`src/hw/scmc_defs.vh`:
```
// Constants for the serializer clock mode control block
`ifndef SCMC_DEFS_VH
`define SCMC_DEFS_VH

// =====================================================
// Register indices (byte address is four times index)
`define SCMC_IDX_MODE 6'h03
`define SCMC_IDX_FMT 6'h04
`define SCMC_IDX_OSC 6'h05
`define SCMC_IDX_PLLM 6'h06
`define SCMC_IDX_PLLN 6'h07
`define SCMC_IDX_VCFG 6'h10
`define SCMC_IDX_VDT 6'h11
`define SCMC_IDX_STAT 6'h12

// =====================================================
// Mode codes
`define SCMC_MODE_SYNC 3'h0
`define SCMC_MODE_EXT 3'h2
`define SCMC_MODE_INT 3'h3
`define SCMC_MODE_LEGACY 3'h5

// Reference source codes
`define SCMC_SRC_NONE 2'h0
`define SCMC_SRC_BC 2'h1
`define SCMC_SRC_EXT 2'h2
`define SCMC_SRC_AON 2'h3

// =====================================================
// Field positions
`define SCMC_MODE_FLD 2:0
`define SCMC_MODE_OVR_BIT 4
`define SCMC_FMT_OVR_BIT 0
`define SCMC_FMT_R12_BIT 1
`define SCMC_OSC_SEL_BIT 3
`define SCMC_PLLM_FLD 4:0
`define SCMC_PLLD_FLD 7:5
`define SCMC_VCFG_LONG_BIT 0
`define SCMC_VCFG_YUV_BIT 1
`define SCMC_VCFG_DTM_BIT 2
`define SCMC_VDT_FLD 5:0

// =====================================================
// Reset values
`define SCMC_RST_MODE 3'h0
`define SCMC_RST_OSC 8'h00
`define SCMC_RST_DIVC 3'h2
`define SCMC_RST_M 5'h01
`define SCMC_RST_N 8'h04
`define SCMC_RST_VCFG 3'h0
`define SCMC_RST_VDT 6'h00

`endif

```
`src/hw/scmc_sync.v`:
```
// Two-flop synchroniser with rising-edge pulse
`timescale 1ns/100ps
`default_nettype none

module scmc_sync #(
    parameter W = 1
) (
    input wire clk,
    input wire arst_n,
    input wire [W-1:0] d,
    output reg [W-1:0] q_ff,
    output wire [W-1:0] rise
);
    reg [W-1:0] meta_ff;
    reg [W-1:0] last_ff;

    // First stage feeds only the second stage
    always @(posedge clk or negedge arst_n) begin
        if (!arst_n) begin
            meta_ff <= {W{1'b0}};
            q_ff <= {W{1'b0}};
            last_ff <= {W{1'b0}};
        end else begin
            meta_ff <= d;
            q_ff <= meta_ff;
            last_ff <= q_ff;
        end
    end

    assign rise = q_ff & ~last_ff;
endmodule // scmc_sync

`default_nettype wire

```
`src/hw/scmc_dpll.v`:
```
// Fractional digital PLL producing the sensor reference clock
`timescale 1ns/100ps
`default_nettype none

module scmc_dpll (
    input wire clk,
    input wire arst_n,
    input wire fc_tick,
    input wire [2:0] div_code,
    input wire [4:0] mult,
    input wire [7:0] ndiv,
    output reg clk_ff
);
    reg [7:0] pre_ff;
    reg [9:0] acc_ff;
    wire [7:0] div_last;
    wire hs_tick;
    wire [9:0] sum;
    wire [9:0] nval;

    // Divider is a power of two: 1,2,4 .. 128
    assign div_last = (8'h01 << div_code) - 8'h01;
    assign hs_tick = fc_tick && (pre_ff == div_last);
    // Two phase steps per output period, so M is doubled
    assign sum = acc_ff + {4'h0, mult, 1'b0};
    assign nval = (ndiv == 8'h00) ? 10'h001 : {2'b00, ndiv};

    // Integer N/M gives even edge spacing; otherwise edges wander
    // by one divided period, which a small divider keeps short.
    // Ratios with twice M above N cannot be followed. (see)
    always @(posedge clk or negedge arst_n) begin
        if (!arst_n) begin
            pre_ff <= 8'h00;
            acc_ff <= 10'h000;
            clk_ff <= 1'b0;
        end else begin
            if (fc_tick) begin
                pre_ff <= hs_tick ? 8'h00 : pre_ff + 8'h01;
            end
            if (hs_tick) begin
                if (sum >= nval) begin
                    acc_ff <= sum - nval;
                    clk_ff <= ~clk_ff;
                end else begin
                    acc_ff <= sum;
                end
            end
        end
    end
endmodule // scmc_dpll

`default_nettype wire

```
`src/hw/scmc_clock_mode_ctrl.v`:
```
// Clock mode control top with APB register file
`timescale 1ns/100ps
`default_nettype none
`include "scmc_defs.vh"

// Notes on behaviour
// External mode derives line and sensor clocks from input
// Camera throughput must stay below line rate
// Internal mode references always-on oscillator only
// Software sets oscillator select for full rate
// Sensor clock off in internal mode
// Mode field always reports active mode
// Mode field writable only with override bit
// Strap captured on power-down release edge
// Legacy video mode encoded as five
// Codes: zero sync, two external, three internal
// Legacy mode camera data synchronous to input
// Sensor clock is rate times M over divN
// Divided line rate must stay under limit
// Integer N/M ratio gives low jitter
// Prefer small divider when ratio not integer
// Four modes, default from strap pin
// Mode readable and changeable through registers
// Format override register selects raw10 or raw12
// Video config selects carried data kinds
// Datatype register passes matching packets
// Low-frequency raw12 format not supported
// Sync mode uses back-channel recovered clock
// Divider normally sixteen, eight or four
module scmc_clock_mode_ctrl #(
    parameter AON_DIV = 2
) (
    input wire clk,
    input wire arst_n,
    // APB slave
    input wire psel,
    input wire penable,
    input wire pwrite,
    input wire [7:0] paddr,
    input wire [31:0] pwdata,
    output reg [31:0] prdata_ff,
    output reg pready_ff,
    output reg pslverr_ff,
    // Pins
    input wire powerdown_n,
    input wire [2:0] mode_strap,
    input wire ref_clock_input,
    input wire bc_recovered_clk,
    // Clock outputs
    output reg sensor_clk_out_ff,
    output reg sensor_clk_oe_ff,
    output reg fc_ref_tick_ff,
    output reg [1:0] ref_source_ff,
    output reg legacy_video_active_ff,
    // Legacy video controls
    output reg fmt_override_ff,
    output reg fmt_raw12_ff,
    output reg pass_long_ff,
    output reg pass_yuv_ff,
    output reg datatype_match_enable_ff,
    output reg [5:0] legacy_datatype_ff
);
    // =====================================================
    // Pin synchronisers
    // Pins are asynchronous to clk, so each passes two flops
    // before any edge detection or decode reads it.
    wire [2:0] strap_q;
    wire [2:0] pin_q;
    wire [2:0] pin_rise;
    wire pdn_rise;
    wire ref_rise;
    wire bc_rise;

    scmc_sync #(.W(3)) u_strap_sync (
        .clk(clk),
        .arst_n(arst_n),
        .d(mode_strap),
        .q_ff(strap_q),
        .rise()
    );

    scmc_sync #(.W(3)) u_pin_sync (
        .clk(clk),
        .arst_n(arst_n),
        .d({bc_recovered_clk, ref_clock_input, powerdown_n}),
        .q_ff(pin_q),
        .rise(pin_rise)
    );

    assign pdn_rise = pin_rise[0];
    assign ref_rise = pin_rise[1];
    assign bc_rise = pin_rise[2];

    // =====================================================
    // Registers
    // Mode, oscillator and PLL fields live here; the read mux gathers them by index
    reg [2:0] mode_ff;
    reg mode_ovr_ff;
    reg [7:0] osc_reg_ff;
    reg [2:0] div_code_ff;
    reg [4:0] mult_ff;
    reg [7:0] ndiv_ff;

    // =====================================================
    // APB decode
    wire [5:0] idx;
    wire setup;
    wire wr_en;

    function known_idx;
        input [5:0] i;
        begin
            case (i)
                `SCMC_IDX_MODE, `SCMC_IDX_FMT, `SCMC_IDX_OSC,
                `SCMC_IDX_PLLM, `SCMC_IDX_PLLN, `SCMC_IDX_VCFG,
                `SCMC_IDX_VDT, `SCMC_IDX_STAT: known_idx = 1'b1;
                default: known_idx = 1'b0;
            endcase
        end
    endfunction

    assign idx = paddr[7:2];
    assign setup = psel && !penable;
    // A write lands only in the completing access cycle
    assign wr_en = psel && penable && pready_ff && pwrite
                   && known_idx(idx);

    // =====================================================
    // Read data mux
    reg [31:0] nxt_rdata;

    always @* begin
        nxt_rdata = 32'h0000_0000;
        case (idx)
            `SCMC_IDX_MODE: begin
                nxt_rdata[`SCMC_MODE_FLD] = mode_ff;
                nxt_rdata[`SCMC_MODE_OVR_BIT] = mode_ovr_ff;
            end
            `SCMC_IDX_FMT: begin
                nxt_rdata[`SCMC_FMT_OVR_BIT] = fmt_override_ff;
                nxt_rdata[`SCMC_FMT_R12_BIT] = fmt_raw12_ff;
            end
            `SCMC_IDX_OSC: nxt_rdata[7:0] = osc_reg_ff;
            `SCMC_IDX_PLLM: begin
                nxt_rdata[`SCMC_PLLD_FLD] = div_code_ff;
                nxt_rdata[`SCMC_PLLM_FLD] = mult_ff;
            end
            `SCMC_IDX_PLLN: nxt_rdata[7:0] = ndiv_ff;
            `SCMC_IDX_VCFG: begin
                nxt_rdata[`SCMC_VCFG_LONG_BIT] = pass_long_ff;
                nxt_rdata[`SCMC_VCFG_YUV_BIT] = pass_yuv_ff;
                nxt_rdata[`SCMC_VCFG_DTM_BIT] =
                    datatype_match_enable_ff;
            end
            `SCMC_IDX_VDT: nxt_rdata[`SCMC_VDT_FLD] = legacy_datatype_ff;
            `SCMC_IDX_STAT: begin
                nxt_rdata[1:0] = ref_source_ff;
                nxt_rdata[2] = sensor_clk_oe_ff;
                nxt_rdata[3] = legacy_video_active_ff;
                nxt_rdata[6:4] = strap_q;
                nxt_rdata[7] = pin_q[0];
            end
            default: nxt_rdata = 32'h0000_0000;
        endcase
    end

    // Answer is prepared in the setup cycle, so access takes one cycle
    always @(posedge clk or negedge arst_n) begin
        if (!arst_n) begin
            prdata_ff <= 32'h0000_0000;
            pready_ff <= 1'b0;
            pslverr_ff <= 1'b0;
        end else begin
            pready_ff <= setup;
            if (setup) begin
                prdata_ff <= pwrite ? 32'h0000_0000 : nxt_rdata;
                pslverr_ff <= !known_idx(idx);
            end else begin
                pslverr_ff <= 1'b0;
            end
        end
    end

    // =====================================================
    // Mode register
    // Strap capture wins over a software write in the same cycle,
    // since power-down release restarts the device's setup.
    always @(posedge clk or negedge arst_n) begin
        if (!arst_n) begin
            mode_ff <= `SCMC_RST_MODE;
            mode_ovr_ff <= 1'b0;
        end else if (pdn_rise) begin
            mode_ff <= strap_q;
        end else if (wr_en && idx == `SCMC_IDX_MODE) begin
            mode_ovr_ff <= pwdata[`SCMC_MODE_OVR_BIT];
            if (mode_ovr_ff) begin
                mode_ff <= pwdata[`SCMC_MODE_FLD];
            end
        end
    end

    // =====================================================
    // Plain control registers
    always @(posedge clk or negedge arst_n) begin
        if (!arst_n) begin
            osc_reg_ff <= `SCMC_RST_OSC;
            div_code_ff <= `SCMC_RST_DIVC;
            mult_ff <= `SCMC_RST_M;
            ndiv_ff <= `SCMC_RST_N;
            fmt_override_ff <= 1'b0;
            fmt_raw12_ff <= 1'b0;
            pass_long_ff <= 1'b0;
            pass_yuv_ff <= 1'b0;
            datatype_match_enable_ff <= 1'b0;
            legacy_datatype_ff <= `SCMC_RST_VDT;
        end else if (wr_en) begin
            case (idx)
                `SCMC_IDX_FMT: begin
                    // Only raw10 and high-frequency raw12 exist
                    fmt_override_ff <= pwdata[`SCMC_FMT_OVR_BIT];
                    fmt_raw12_ff <= pwdata[`SCMC_FMT_R12_BIT];
                end
                `SCMC_IDX_OSC: osc_reg_ff <= pwdata[7:0];
                `SCMC_IDX_PLLM: begin
                    div_code_ff <= pwdata[`SCMC_PLLD_FLD];
                    mult_ff <= pwdata[`SCMC_PLLM_FLD];
                end
                `SCMC_IDX_PLLN: ndiv_ff <= pwdata[7:0];
                `SCMC_IDX_VCFG: begin
                    pass_long_ff <= pwdata[`SCMC_VCFG_LONG_BIT];
                    pass_yuv_ff <= pwdata[`SCMC_VCFG_YUV_BIT];
                    datatype_match_enable_ff <=
                        pwdata[`SCMC_VCFG_DTM_BIT];
                end
                `SCMC_IDX_VDT:
                    legacy_datatype_ff <= pwdata[`SCMC_VDT_FLD];
                default: ;
            endcase
        end
    end

    // =====================================================
    // Always-on oscillator, as an enable pulse
    // Without oscillator select only every other pulse is used,
    // which halves the reachable line rate.
    localparam [7:0] AON_LAST = AON_DIV - 1;
    reg [7:0] aon_cnt_ff;
    reg aon_half_ff;
    wire aon_pulse;
    wire aon_tick;

    assign aon_pulse = (aon_cnt_ff == AON_LAST);
    assign aon_tick = aon_pulse
                      && (osc_reg_ff[`SCMC_OSC_SEL_BIT] || aon_half_ff);

    always @(posedge clk or negedge arst_n) begin
        if (!arst_n) begin
            aon_cnt_ff <= 8'h00;
            aon_half_ff <= 1'b0;
        end else begin
            aon_cnt_ff <= aon_pulse ? 8'h00 : aon_cnt_ff + 8'h01;
            if (aon_pulse) begin
                aon_half_ff <= ~aon_half_ff;
            end
        end
    end

    // =====================================================
    // Reference selection
    reg nxt_tick;
    reg [1:0] nxt_src;
    reg nxt_oe;

    always @* begin
        nxt_tick = 1'b0;
        nxt_src = `SCMC_SRC_NONE;
        nxt_oe = 1'b0;
        case (mode_ff)
            `SCMC_MODE_SYNC: begin
                nxt_tick = bc_rise;
                nxt_src = `SCMC_SRC_BC;
                nxt_oe = 1'b1;
            end
            `SCMC_MODE_EXT, `SCMC_MODE_LEGACY: begin
                nxt_tick = ref_rise;
                nxt_src = `SCMC_SRC_EXT;
                nxt_oe = 1'b1;
            end
            `SCMC_MODE_INT: begin
                nxt_tick = aon_tick;
                nxt_src = `SCMC_SRC_AON;
                nxt_oe = 1'b0;
            end
            default: begin
                nxt_tick = 1'b0;
                nxt_src = `SCMC_SRC_NONE;
                nxt_oe = 1'b0;
            end
        endcase
    end

    always @(posedge clk or negedge arst_n) begin
        if (!arst_n) begin
            fc_ref_tick_ff <= 1'b0;
            ref_source_ff <= `SCMC_SRC_NONE;
            sensor_clk_oe_ff <= 1'b0;
            legacy_video_active_ff <= 1'b0;
        end else begin
            // A mode switch can line up edges of two sources; the
            // second is dropped so the line tick stays a pulse.
            fc_ref_tick_ff <= nxt_tick && !fc_ref_tick_ff;
            ref_source_ff <= nxt_src;
            sensor_clk_oe_ff <= nxt_oe;
            legacy_video_active_ff <= (mode_ff == `SCMC_MODE_LEGACY);
        end
    end

    // =====================================================
    // Sensor clock generation
    // The loop runs on clk; its output is a slow square wave
    wire dpll_clk;

    scmc_dpll u_dpll (
        .clk(clk),
        .arst_n(arst_n),
        .fc_tick(fc_ref_tick_ff),
        .div_code(div_code_ff),
        .mult(mult_ff),
        .ndiv(ndiv_ff),
        .clk_ff(dpll_clk)
    );

    // Held low whenever the output is disabled
    always @(posedge clk or negedge arst_n) begin
        if (!arst_n) begin
            sensor_clk_out_ff <= 1'b0;
        end else begin
            sensor_clk_out_ff <= dpll_clk && nxt_oe;
        end
    end
endmodule // scmc_clock_mode_ctrl

`default_nettype wire

```
`config.mk`:
```
export PLATFORM = sky130hd
export DESIGN_NAME = scmc_clock_mode_ctrl
export DESIGN_NICKNAME = d
export VERILOG_FILES = /design/src/hw/scmc_sync.v /design/src/hw/scmc_dpll.v /design/src/hw/scmc_clock_mode_ctrl.v
export VERILOG_INCLUDE_DIRS = /design/src /design/src/hw
export SDC_FILE = /design/constraint.sdc
export NUM_CORES = 1
export LEC_CHECK = 0
export BUFFER_PORTS_ARGS = -buffer_cell sky130_fd_sc_hd__buf_2
export CORE_ASPECT_RATIO = 0.7
export CORE_MARGIN = 2
export CORE_UTILIZATION = 35
export CTS_BUF_LIST = sky130_fd_sc_hd__clkbuf_16
export DETAILED_ROUTE_END_ITERATION = 8
export PLACE_DENSITY = 0.51
export SLEW_MARGIN = 5
export SYNTH_ARGS = -nofsm -noshare
export SYNTH_HDL_FRONTEND = slang
export SYNTH_SLANG_ARGS = --single-unit
```
`constraint.sdc`:
```
create_clock -name clk -period 4.35 [get_ports clk]
set_input_delay 0.2175 -clock clk [delete_from_list [all_inputs] [get_ports clk]]
set_output_delay 0.2175 -clock clk [all_outputs]
set_load 0.05 [all_outputs]
```
==> results.yml, run 1 <==
setup_path:
  crit_fanout: 12
  end_kind: "flip-flop"
  timing.rr.start: "mult_ff[1]"
  cp.arrival_ps: 3960
  reg2reg_slack_ps: 620
  start_kind: "flip-flop"
  worstPathRequired_ps: 4590
  worstSetupPathType: "flip-flop to flip-flop"
  reg2regPathDepth: 13
  reg2reg_to: "u_dpll.acc_ff[3]"
synth:
  synth_edf_count: 0
  synth_top_area_share_pct: 44.4
  avgSynthCellArea_um2: 10.6
  synthCells: 505
  ys_warn_count: 0
  synth_flop_cell: "dfrtp_1"
  synthArstFlopShare_pct: 100
  synth.distinct_cells: 64
  ys_seq_area_share_pct: 45.9
  syn_area_mm2: 0.00535
  synth_largest_area_cell: "dfrtp_1"
  ys_ff_latch: 98
  synth_area_leaders: "dfrtp_1 (44%), mux2_2 (8.6%), ha_1 (3.7%)"
routing:
  wl_per_cell_um: 16.2
  routed_wl_um: 12200
  drt_iter0_markers: 256
  drc: 0
  drtAntennaViolNets: 0
  vias: 3852
  viasPerCell: 5.12
  dr.pass1.iters: 4
cells_and_area:
  antenna_cells: 0
  drive_gt1_share_pct: 22.3
  finalNonFillerCells: 752
  area_growth_syn_to_layout_pct: 13.7
  layout.nets: 621
clock_tree:
  path_clk_slew_ps: 70
  insertion_delay_ps: 350
  cts_made_buffers: 9
  tritoncts: "done"
  clock_sinks: 98
  cts-root-buf: "clkbuf_16"
  cts_setup_buffers: 0
  h-tree-depth: 3
  clk_path_buf_depth: 2
sta:
  timing.final.ws_setup_ps: 625
  fmax_mhz: 268
  final-setup-viol-count: 0
  hold_viol: 0
  slew_headroom_pct: 43.1
  rsz0062_at_grt: "false"
  finalCritPeriodShare_pct: 85.6
  fin_skew_ps: 8.54
  tightest_slew_ps: 852
  report.final.slew_viol_count: 0
  finalSetupTns_ps: 0
  min_period_ps: 3730
global_route:
  grt_max_degree: 61
  grt.overflow.total: 0
  grt_pass1_vias: 3701
  groute.usage.overall_pct: 16.1
  grt_antenna_before_repair: 0
  grt_pass1_wl_um: 19900
placed_design:
  post-place-cells: 729
  hpwl_um: 9150
  numPortBuffers: 51
  place_congestion: 0.808
  place_ws_ps: 596
pwr:
  vdd.ir_drop.worst_uv: 212
  power_density_mw_per_mm2: 411
  p_leak_nw: 2.86
hold_path:
  min_path_type: "primary input to flip-flop"
  worstHoldEndpoint: "ndiv_ff[7]"
  hp-start: "pwdata[7]"
  hold_depth: 3
die:
  dieArea_mm2: 0.0163
  die_w_um: 152
  start_util_pct: 36.1
  die_height_um: 107
  pin_count: 102
  core_area_mm2: 0.0148
  row_count: 37
outcome:
  status: "completed"
run:
  cap_violations: 0
==> final cells by class <==
| class | instances | area [um^2] |
|---|---|---|
| fillers | 1463 | 8730 |
| multi-input cells | 365 | 2640 |
| flip-flops and latches | 98 | 2460 |
| repair buffers | 60 | 343 |
| well taps | 195 | 244 |
| clock buffers | 9 | 225 |
| clock inverters | 7 | 110 |
| inverters | 18 | 67.6 |
==> registers in the layout, summed over array words and instances (netlist names), 5 cells and up <==
| signal | count |
|---|---|
| aon_cnt_ff | 8 |
| legacy_datatype_ff | 6 |
| mult_ff | 5 |
| ndiv_ff | 8 |
| osc_reg_ff | 8 |
| prdata_ff | 8 |
| u_dpll.acc_ff | 10 |
| u_dpll.pre_ff | 8 |
==> cells in the final DEF (no fill, tap or decap), types with 3 or more instances in the layout <==
| master | n |
|---|---|
| or3_1 | 3 |
| clkbuf_16 | 9 |
| inv_1 | 20 |
| nand3_1 | 9 |
| nor2_1 | 33 |
| xnor2_1 | 22 |
| a22oi_1 | 9 |
| o221ai_1 | 3 |
| nand2_1 | 42 |
| o21a_1 | 3 |
| buf_2 | 50 |
| bufinv_16 | 3 |
| nand4_1 | 4 |
| ha_1 | 16 |
| nor3_1 | 9 |
| buf_4 | 3 |
| xor2_1 | 13 |
| o21ai_0 | 26 |
| mux2_2 | 41 |
| a21oi_1 | 19 |
| dfstp_2 | 3 |
| and3_1 | 7 |
| o22ai_1 | 5 |
| a31oi_1 | 5 |
| o21ai_1 | 3 |
| nand2b_1 | 3 |
| a22o_1 | 6 |
| dlygate4sd3_1 | 7 |
| dfrtp_1 | 95 |
| mux2i_1 | 7 |
| conb_1 | 24 |
| nor4_1 | 3 |
| nor2b_1 | 7 |
==> worst max-delay path by stage <==
stage | startpoint | to | slack, ps | cells past startpoint
global placement | mult_ff[1] | u_dpll.acc_ff[3] | 650 | 13
detailed placement | mult_ff[1] | u_dpll.acc_ff[3] | 600 | 13
CTS | mult_ff[1] | u_dpll.acc_ff[3] | 580 | 13
floorplan | mult_ff[0] | u_dpll.acc_ff[4] | 1060 | 11
global route | mult_ff[1] | u_dpll.acc_ff[3] | 390 | 13
finish | mult_ff[1] | u_dpll.acc_ff[3] | 620 | 13
==> routing by layer <==
layer	global-route usage, %	vias to the layer above	share of wire, %
met5	0	-	0
met4	3.17	0	0.82
met3	3.94	9	5.3
met2	22.0	91	41
met1	25.4	1905	53
li1	-	1847	-
==> synthesized netlist by cell type, types with 4 or more instances <==
cell and instances:
nand4_1 4, nor3_1 9, a22o_1 6, mux2_2 41, ha_1 16, a31oi_1 5
inv_1 18, dfrtp_1 95, nand3_1 9, buf_4 24, nor2_1 33, nand2_1 42
a22oi_1 9, nor2b_1 7, and3_1 7, o22ai_1 5, mux2i_1 7, xnor2_1 22
buf_2 8, a21oi_1 19, xor2_1 13, o21ai_0 26, clkbuf_1 13
==> logic make-up (layout without fill, tap and decap cells) <==
| kind of cell | after synthesis | after routing | synth area share, % |
|---|---|---|---|
| buffers and inverters | 65 | 94 | 6.57 |
| XOR/XNOR | 35 | 35 | 5.73 |
| other | 1 | 24 | 0.0701 |
| AND/OR/NAND/NOR | 141 | 141 | 13.6 |
| adder cells (fa/ha/maj) | 20 | 20 | 4.86 |
| multiplexers | 53 | 53 | 11.6 |
| flip-flops | 98 | 98 | 45.9 |
| AO/OA/AOI/OAI | 92 | 92 | 11.7 |
==> report_power, final <==
group / switching [mW] / leakage [nW] / internal (mW) / total (mW)
Sequential: 0.0818 / 1.26 / 0.984 / 1.07
Clock: 0.343 / 0.170 / 0.558 / 0.901
Combinational: 0.322 / 1.43 / 0.212 / 0.534
Total: 0.747 / 2.86 / 1.75 / 2.50
==> worst max-delay path, cell delays in order, from the launching register on <==
cell and delay, ps:
dfrtp_1 440, ha_1 320, a21oi_1 350, nor2b_1 80
nor2_1 120, xnor2_1 100, ha_1 340, o21a_1 130
o31a_1 180, a211oi_1 80, maj3_1 410, o2111ai_4 410
mux2_2 380, mux2_2 250
==> metrics by stage <==
step | hold WS, ps | area, um^2 | utilization (%) | power (mW)
floorplan | -78.1 | 5440 | - | 1.50
global placement | 325 | 5680 | 38.3 | 1.60
detailed placement | 327 | 5680 | 38.3 | 1.61
CTS | 139 | 6080 | 41.1 | 2.53
global route | 169 | 6080 | 41.1 | 2.65
finish | 145 | 6080 | 41.1 | 2.50
==> what timing repair did <==
item | CTS | global route
hold endpoints to repair | 42 | 0
gates resized for setup | 0 | 0
hold buffers | 7 | 0
No activity file was read; power rests on OpenSTA's default activity.
==> run 2: changes to the inputs <==
--- a/config.mk
+++ b/config.mk
@@ -6,13 +6,13 @@
 export SDC_FILE = /design/constraint.sdc
 export NUM_CORES = 1
 export LEC_CHECK = 0
-export BUFFER_PORTS_ARGS = -buffer_cell sky130_fd_sc_hd__buf_2
 export CORE_ASPECT_RATIO = 0.7
 export CORE_MARGIN = 2
 export CORE_UTILIZATION = 35
 export CTS_BUF_LIST = sky130_fd_sc_hd__clkbuf_16
 export DETAILED_ROUTE_END_ITERATION = 8
-export PLACE_DENSITY = 0.51
+export DONT_BUFFER_PORTS = 1
+export PLACE_DENSITY = 0.55
 export SLEW_MARGIN = 5
 export SYNTH_ARGS = -nofsm -noshare
 export SYNTH_HDL_FRONTEND = slang
==> run 2 against run 1 <==
  * Non-clock buffer count is 45 lower
  * Design area is 4.1% lower
  * Worst setup slack hardly changed
  * Combinational power is 13% lower
  * Sequential share of layout area is 1.7 points higher
  * Utilization is 1.7 points lower
  * Clock power is 17% lower
  * Largest cell class unchanged
==> results.yml, run 2 (synthesis gave the netlist of run 1 again) <==
clock_tree:
  clk_path_buf_depth: 2
  cts-root-buf: "clkbuf_16"
  insertion_delay_ps: 340
  cts_made_buffers: 9
  cts.repair.resized: 0
  cts_setup_buffers: 0
  h-tree-depth: 3
  clock_sinks: 98
  tritoncts: "done"
  path_clk_slew_ps: 70
  hold_buffers: 14
placed_design:
  hpwl_um: 9080
  numPortBuffers: 0
  place_ws_ps: 628
  place_congestion: 0.803
setup_path:
  critPathBufInv: 0
  worstSetupPathType: "flip-flop to flip-flop"
  cp.arrival_ps: 3950
  cpMostUsedCell: "ha_1"
  crit_fanout: 12
  slowest_delay_ps: 550
  reg2reg_slack_ps: 620
  start_kind: "flip-flop"
  worstPathRequired_ps: 4580
  reg2regPathDepth: 10
  cp_slowest_cell: "dfstp_2"
  end_kind: "flip-flop"
  cp_top_family: "adder cells"
  crit_chain: "ha_1, fa_1, ha_1, nor2b_1, o31a_1, a211oi_1, maj3_1, o2111ai_4, mux2_1, mux2_2"
  timing.rr.start: "mult_ff[0]"
  reg2reg_to: "u_dpll.acc_ff[2]"
global_route:
  grt_pass1_wl_um: 20100
  groute.usage.overall_pct: 16.1
  grt_antenna_before_repair: 0
  grt_max_degree: 99
  grt.overflow.total: 0
  grt_pass1_vias: 3636
sta:
  timing.final.ws_setup_ps: 625
  report.final.slew_viol_count: 0
  min_period_ps: 3730
  finalCritPeriodShare_pct: 85.6
  finalSetupTns_ps: 0
  final-setup-viol-count: 0
  tightest_slew_ps: 858
  fin_skew_ps: 8.53
  slew_headroom_pct: 42.7
  hold_viol: 0
  fmax_mhz: 268
  rsz0062_at_grt: "false"
cells_and_area:
  top_register: "u_dpll.acc_ff"
  antenna_cells: 0
  layout.nets: 576
  largest_register_ffs: 10
  final_cell_mix: "dfrtp_1 (95), nand2_1 (42), mux2_2 (41)"
  final_common_cell: "dfrtp_1"
  area_growth_syn_to_layout_pct: 9.10
  drive_gt1_share_pct: 14.5
  nFillCells: 1435
run:
  cap_violations: 0
die:
  die_w_um: 152
  row_count: 37
  start_util_pct: 36.1
  dieArea_mm2: 0.0163
  die_height_um: 107
  core_area_mm2: 0.0148
  pin_count: 102
routing:
  wl_per_cell_um: 17.3
  drc: 0
  routed_wl_um: 12200
  drtAntennaViolNets: 0
  vias: 3639
  dr.pass1.iters: 5
  viasPerCell: 5.15
  drt_iter0_markers: 192
hold_path:
  hold_depth: 2
  worstHoldEndpoint: "ndiv_ff[1]"
  hp-start: "pwdata[1]"
  min_path_type: "primary input to flip-flop"
outcome:
  status: "completed"
pwr:
  power_density_mw_per_mm2: 398
  p_leak_nw: 2.62
  vdd.ir_drop.worst_uv: 229
[run 2: report_power, final]
part           switching (mW)  leakage, nW  total (mW)  internal (mW)
Clock                   0.357        0.136       0.749          0.392
Combinational           0.261         1.23       0.462          0.202
Sequential              0.131         1.26        1.11          0.983
[run 2: how the worst max path moves through the flow]
stage	endpoint	from	slack, ps	cells past startpoint
global route	u_dpll.acc_ff[3]	mult_ff[1]	370	13
global placement	u_dpll.acc_ff[3]	mult_ff[1]	660	13
finish	u_dpll.acc_ff[2]	mult_ff[0]	620	10
CTS	u_dpll.acc_ff[3]	mult_ff[1]	610	13
detailed placement	u_dpll.acc_ff[3]	mult_ff[1]	630	13
floorplan	u_dpll.acc_ff[4]	mult_ff[0]	1060	11
[run 2: layer usage]
| metal | vias up | global-route usage [%] | part of all wire [%] |
|---|---|---|---|
| met5 | - | 0 | 0 |
| met4 | 0 | 3.37 | 1.4 |
| met3 | 14 | 5.30 | 7.2 |
| met2 | 96 | 22.4 | 42 |
| met1 | 1785 | 24.1 | 50 |
| li1 | 1744 | - | - |
[run 2: stage by stage]
stage                     instances  hold slack, ps  total power [mW]  cell area (um^2)  utilization, %
after floorplan                 528           -78.1              1.50              5440               -
after global placement          677           -75.1              1.54              5410            36.5
after detailed placement        677           -75.1              1.56              5410            36.5
after CTS                       707           0.328              2.35              5840            39.4
after global routing            707            4.24              2.47              5840            39.4
final                           707            4.26              2.32              5840            39.4
[run 2: area by class of cell]
| class | count | area, um^2 | share of cell area, % |
|---|---|---|---|
| Inverter | 18 | 67.6 | 1.16 |
| Timing Repair Buffer | 15 | 165 | 2.83 |
| Clock inverter | 7 | 50.0 | 0.857 |
| Tap cell | 195 | 244 | 4.18 |
| Clock buffer | 9 | 225 | 3.86 |
| Multi-Input combinational cell | 365 | 2630 | 45.0 |
| Sequential cell | 98 | 2460 | 42.1 |
==> run 3: changes to the inputs <==
--- a/config.mk
+++ b/config.mk
@@ -12,7 +12,9 @@
 export CTS_BUF_LIST = sky130_fd_sc_hd__clkbuf_16
 export DETAILED_ROUTE_END_ITERATION = 8
 export DONT_BUFFER_PORTS = 1
+export GPL_ROUTABILITY_DRIVEN = 0
 export PLACE_DENSITY = 0.55
+export RECOVER_POWER = 100
 export SLEW_MARGIN = 5
 export SYNTH_ARGS = -nofsm -noshare
 export SYNTH_HDL_FRONTEND = slang
==> run 3 against run 2 <==
  * The run now ends with capacitance limit, slew limit left
  * Sequential cell count stayed put
  * Sequential share of layout area is 0.42 points higher
  * Total power shrank 0.60%
  * Worst setup slack worse by 140 ps
  * Critical path depth rose by 2
  * Non-clock buffer count did not move
  * Count of clock-buffer cells in the layout is the same
  * Hold slack improved by 1.6 ps
  * Cell count unchanged
==> results.yml, run 3 (synthesis gave the netlist of run 1 again) <==
die:
  dieArea_mm2: 0.0163
  row_count: 37
  start_util_pct: 36.1
  die_height_um: 107
  pin_count: 102
  core_area_mm2: 0.0148
  die_w_um: 152
setup_path:
  start_kind: "flip-flop"
  crit_chain: "ha_1, fa_1, a211oi_1, o21ai_1, nand2_1, xnor2_1, ha_1, nand2_1, mux2_4, o2111ai_2, mux2_2, mux2_2"
  worstSetupPathType: "flip-flop to flip-flop"
  cp.arrival_ps: 4090
  crit_fanout: 12
  reg2regPathDepth: 12
  crit_start: "mult_ff[0]"
  slowest_delay_ps: 560
  reg2reg_to: "u_dpll.acc_ff[3]"
  end_kind: "flip-flop"
  cp_top_family: "compound AO/OA/AOI/OAI gates"
  critPathBufInv: 0
  timing.rr.start: "mult_ff[0]"
  reg2reg_slack_ps: 490
  cp_slowest_cell: "o2111ai_2"
  worstPathRequired_ps: 4580
cells_and_area:
  finalNonFillerCells: 707
  drive_gt1_share_pct: 13.5
  largest_register_ffs: 10
  top_register: "u_dpll.acc_ff"
  final_common_cell: "dfrtp_1"
  final_cell_mix: "dfrtp_1 (95), nand2_1 (42), mux2_2 (41)"
  layout.nets: 576
  area_growth_syn_to_layout_pct: 8.02
  antenna_cells: 0
pwr:
  pwr-share-seq_pct: 48.2
  p_sw_uw: 743
  power_frac_clock_pct: 32.4
  sw_frac_of_total_pct: 32.2
  p_leak_nw: 2.60
  internal_power_mw: 1.57
  power_density_mw_per_mm2: 400
  comb_power_share_pct: 19.4
  vdd.ir_drop.worst_uv: 228
  finalPower_mw: 2.31
hold_path:
  hold_depth: 2
  min_path_type: "primary input to flip-flop"
  hp-start: "pwdata[1]"
  worstHoldEndpoint: "ndiv_ff[1]"
sta:
  rsz0062_at_grt: "false"
  finalSetupTns_ps: 0
  min_period_ps: 3860
  final-setup-viol-count: 0
  hold_viol: 0
  tightest_slew_ps: 2360
  report.final.slew_viol_count: 99
  fmax_mhz: 259
  slew_headroom_pct: -57.5
  finalCritPeriodShare_pct: 88.8
  fin_skew_ps: 8.69
clock_tree:
  cts-root-buf: "clkbuf_16"
  cts_setup_buffers: 0
  h-tree-depth: 3
  path_clk_slew_ps: 70
  clock_sinks: 98
  clk_path_buf_depth: 2
  hold_buffers: 14
  cts.repair.resized: 0
  insertion_delay_ps: 340
  cts_made_buffers: 9
  tritoncts: "done"
run:
  cap_violations: 1
routing:
  drc: 0
  viasPerCell: 5.13
  drtAntennaViolNets: 0
  dr.pass1.iters: 4
  vias: 3628
  drt_iter0_markers: 168
  wl_per_cell_um: 17.3
  routed_wl_um: 12300
placed_design:
  post-place-cells: 677
  hpwl_um: 9080
  numPortBuffers: 0
global_route:
  groute.usage.overall_pct: 16.1
  grt_antenna_before_repair: 0
  grt_pass1_wl_um: 20100
  grt_pass1_vias: 3636
  grt.overflow.total: 0
  grt_max_degree: 99
outcome:
  violations: "capacitance limit, slew limit"
  status: "finished with violations"
[run 3: cell type report]
class | instances | area, um^2
fillers | 1442 | 9030
multi-input cells | 365 | 2600
flip-flops and latches | 98 | 2460
well taps | 195 | 244
clock buffers | 9 | 225
repair buffers | 15 | 139
inverters | 18 | 67.6
clock inverters | 7 | 50.0
[run 3: metrics by stage]
stage	hold WS [ps]	instance area (um^2)	worst slack, ps	utilization (%)
finish	5.90	5780	487	39.0
CTS	0.328	5840	607	39.4
global route	4.24	5780	218	39.0
global placement	-75.1	5410	661	36.5
floorplan	-78.1	5440	1060	-
detailed placement	-75.1	5410	628	36.5
[run 3: power groups by stage]
stage,registers (mW),clock network (mW),logic (mW)
final,1.11,0.749,0.448
after global routing,1.13,0.820,0.507
after CTS,1.12,0.771,0.466
after detailed placement,1.13,0,0.433
after global placement,1.13,0,0.415
after floorplan,1.10,0,0.400
[run 3: how the worst max path moves through the flow]
stage / endpoint / slack, ps / cells after the start
global placement: u_dpll.acc_ff[3] / 660 / 13
floorplan: u_dpll.acc_ff[4] / 1060 / 11
global route: u_dpll.acc_ff[4] / 220 / 13
CTS: u_dpll.acc_ff[3] / 610 / 13
detailed placement: u_dpll.acc_ff[3] / 630 / 13
finish: u_dpll.acc_ff[3] / 490 / 12
[run 3: per-layer routing]
| metal | up-vias | global-route usage, % | routed length (um) |
|---|---|---|---|
| li1 | 1740 | - | - |
| met1 | 1763 | 24.1 | 5860 |
| met2 | 111 | 22.4 | 5100 |
| met3 | 14 | 5.30 | 1120 |
| met4 | 0 | 3.37 | 169 |
| met5 | - | 0 | 0 |
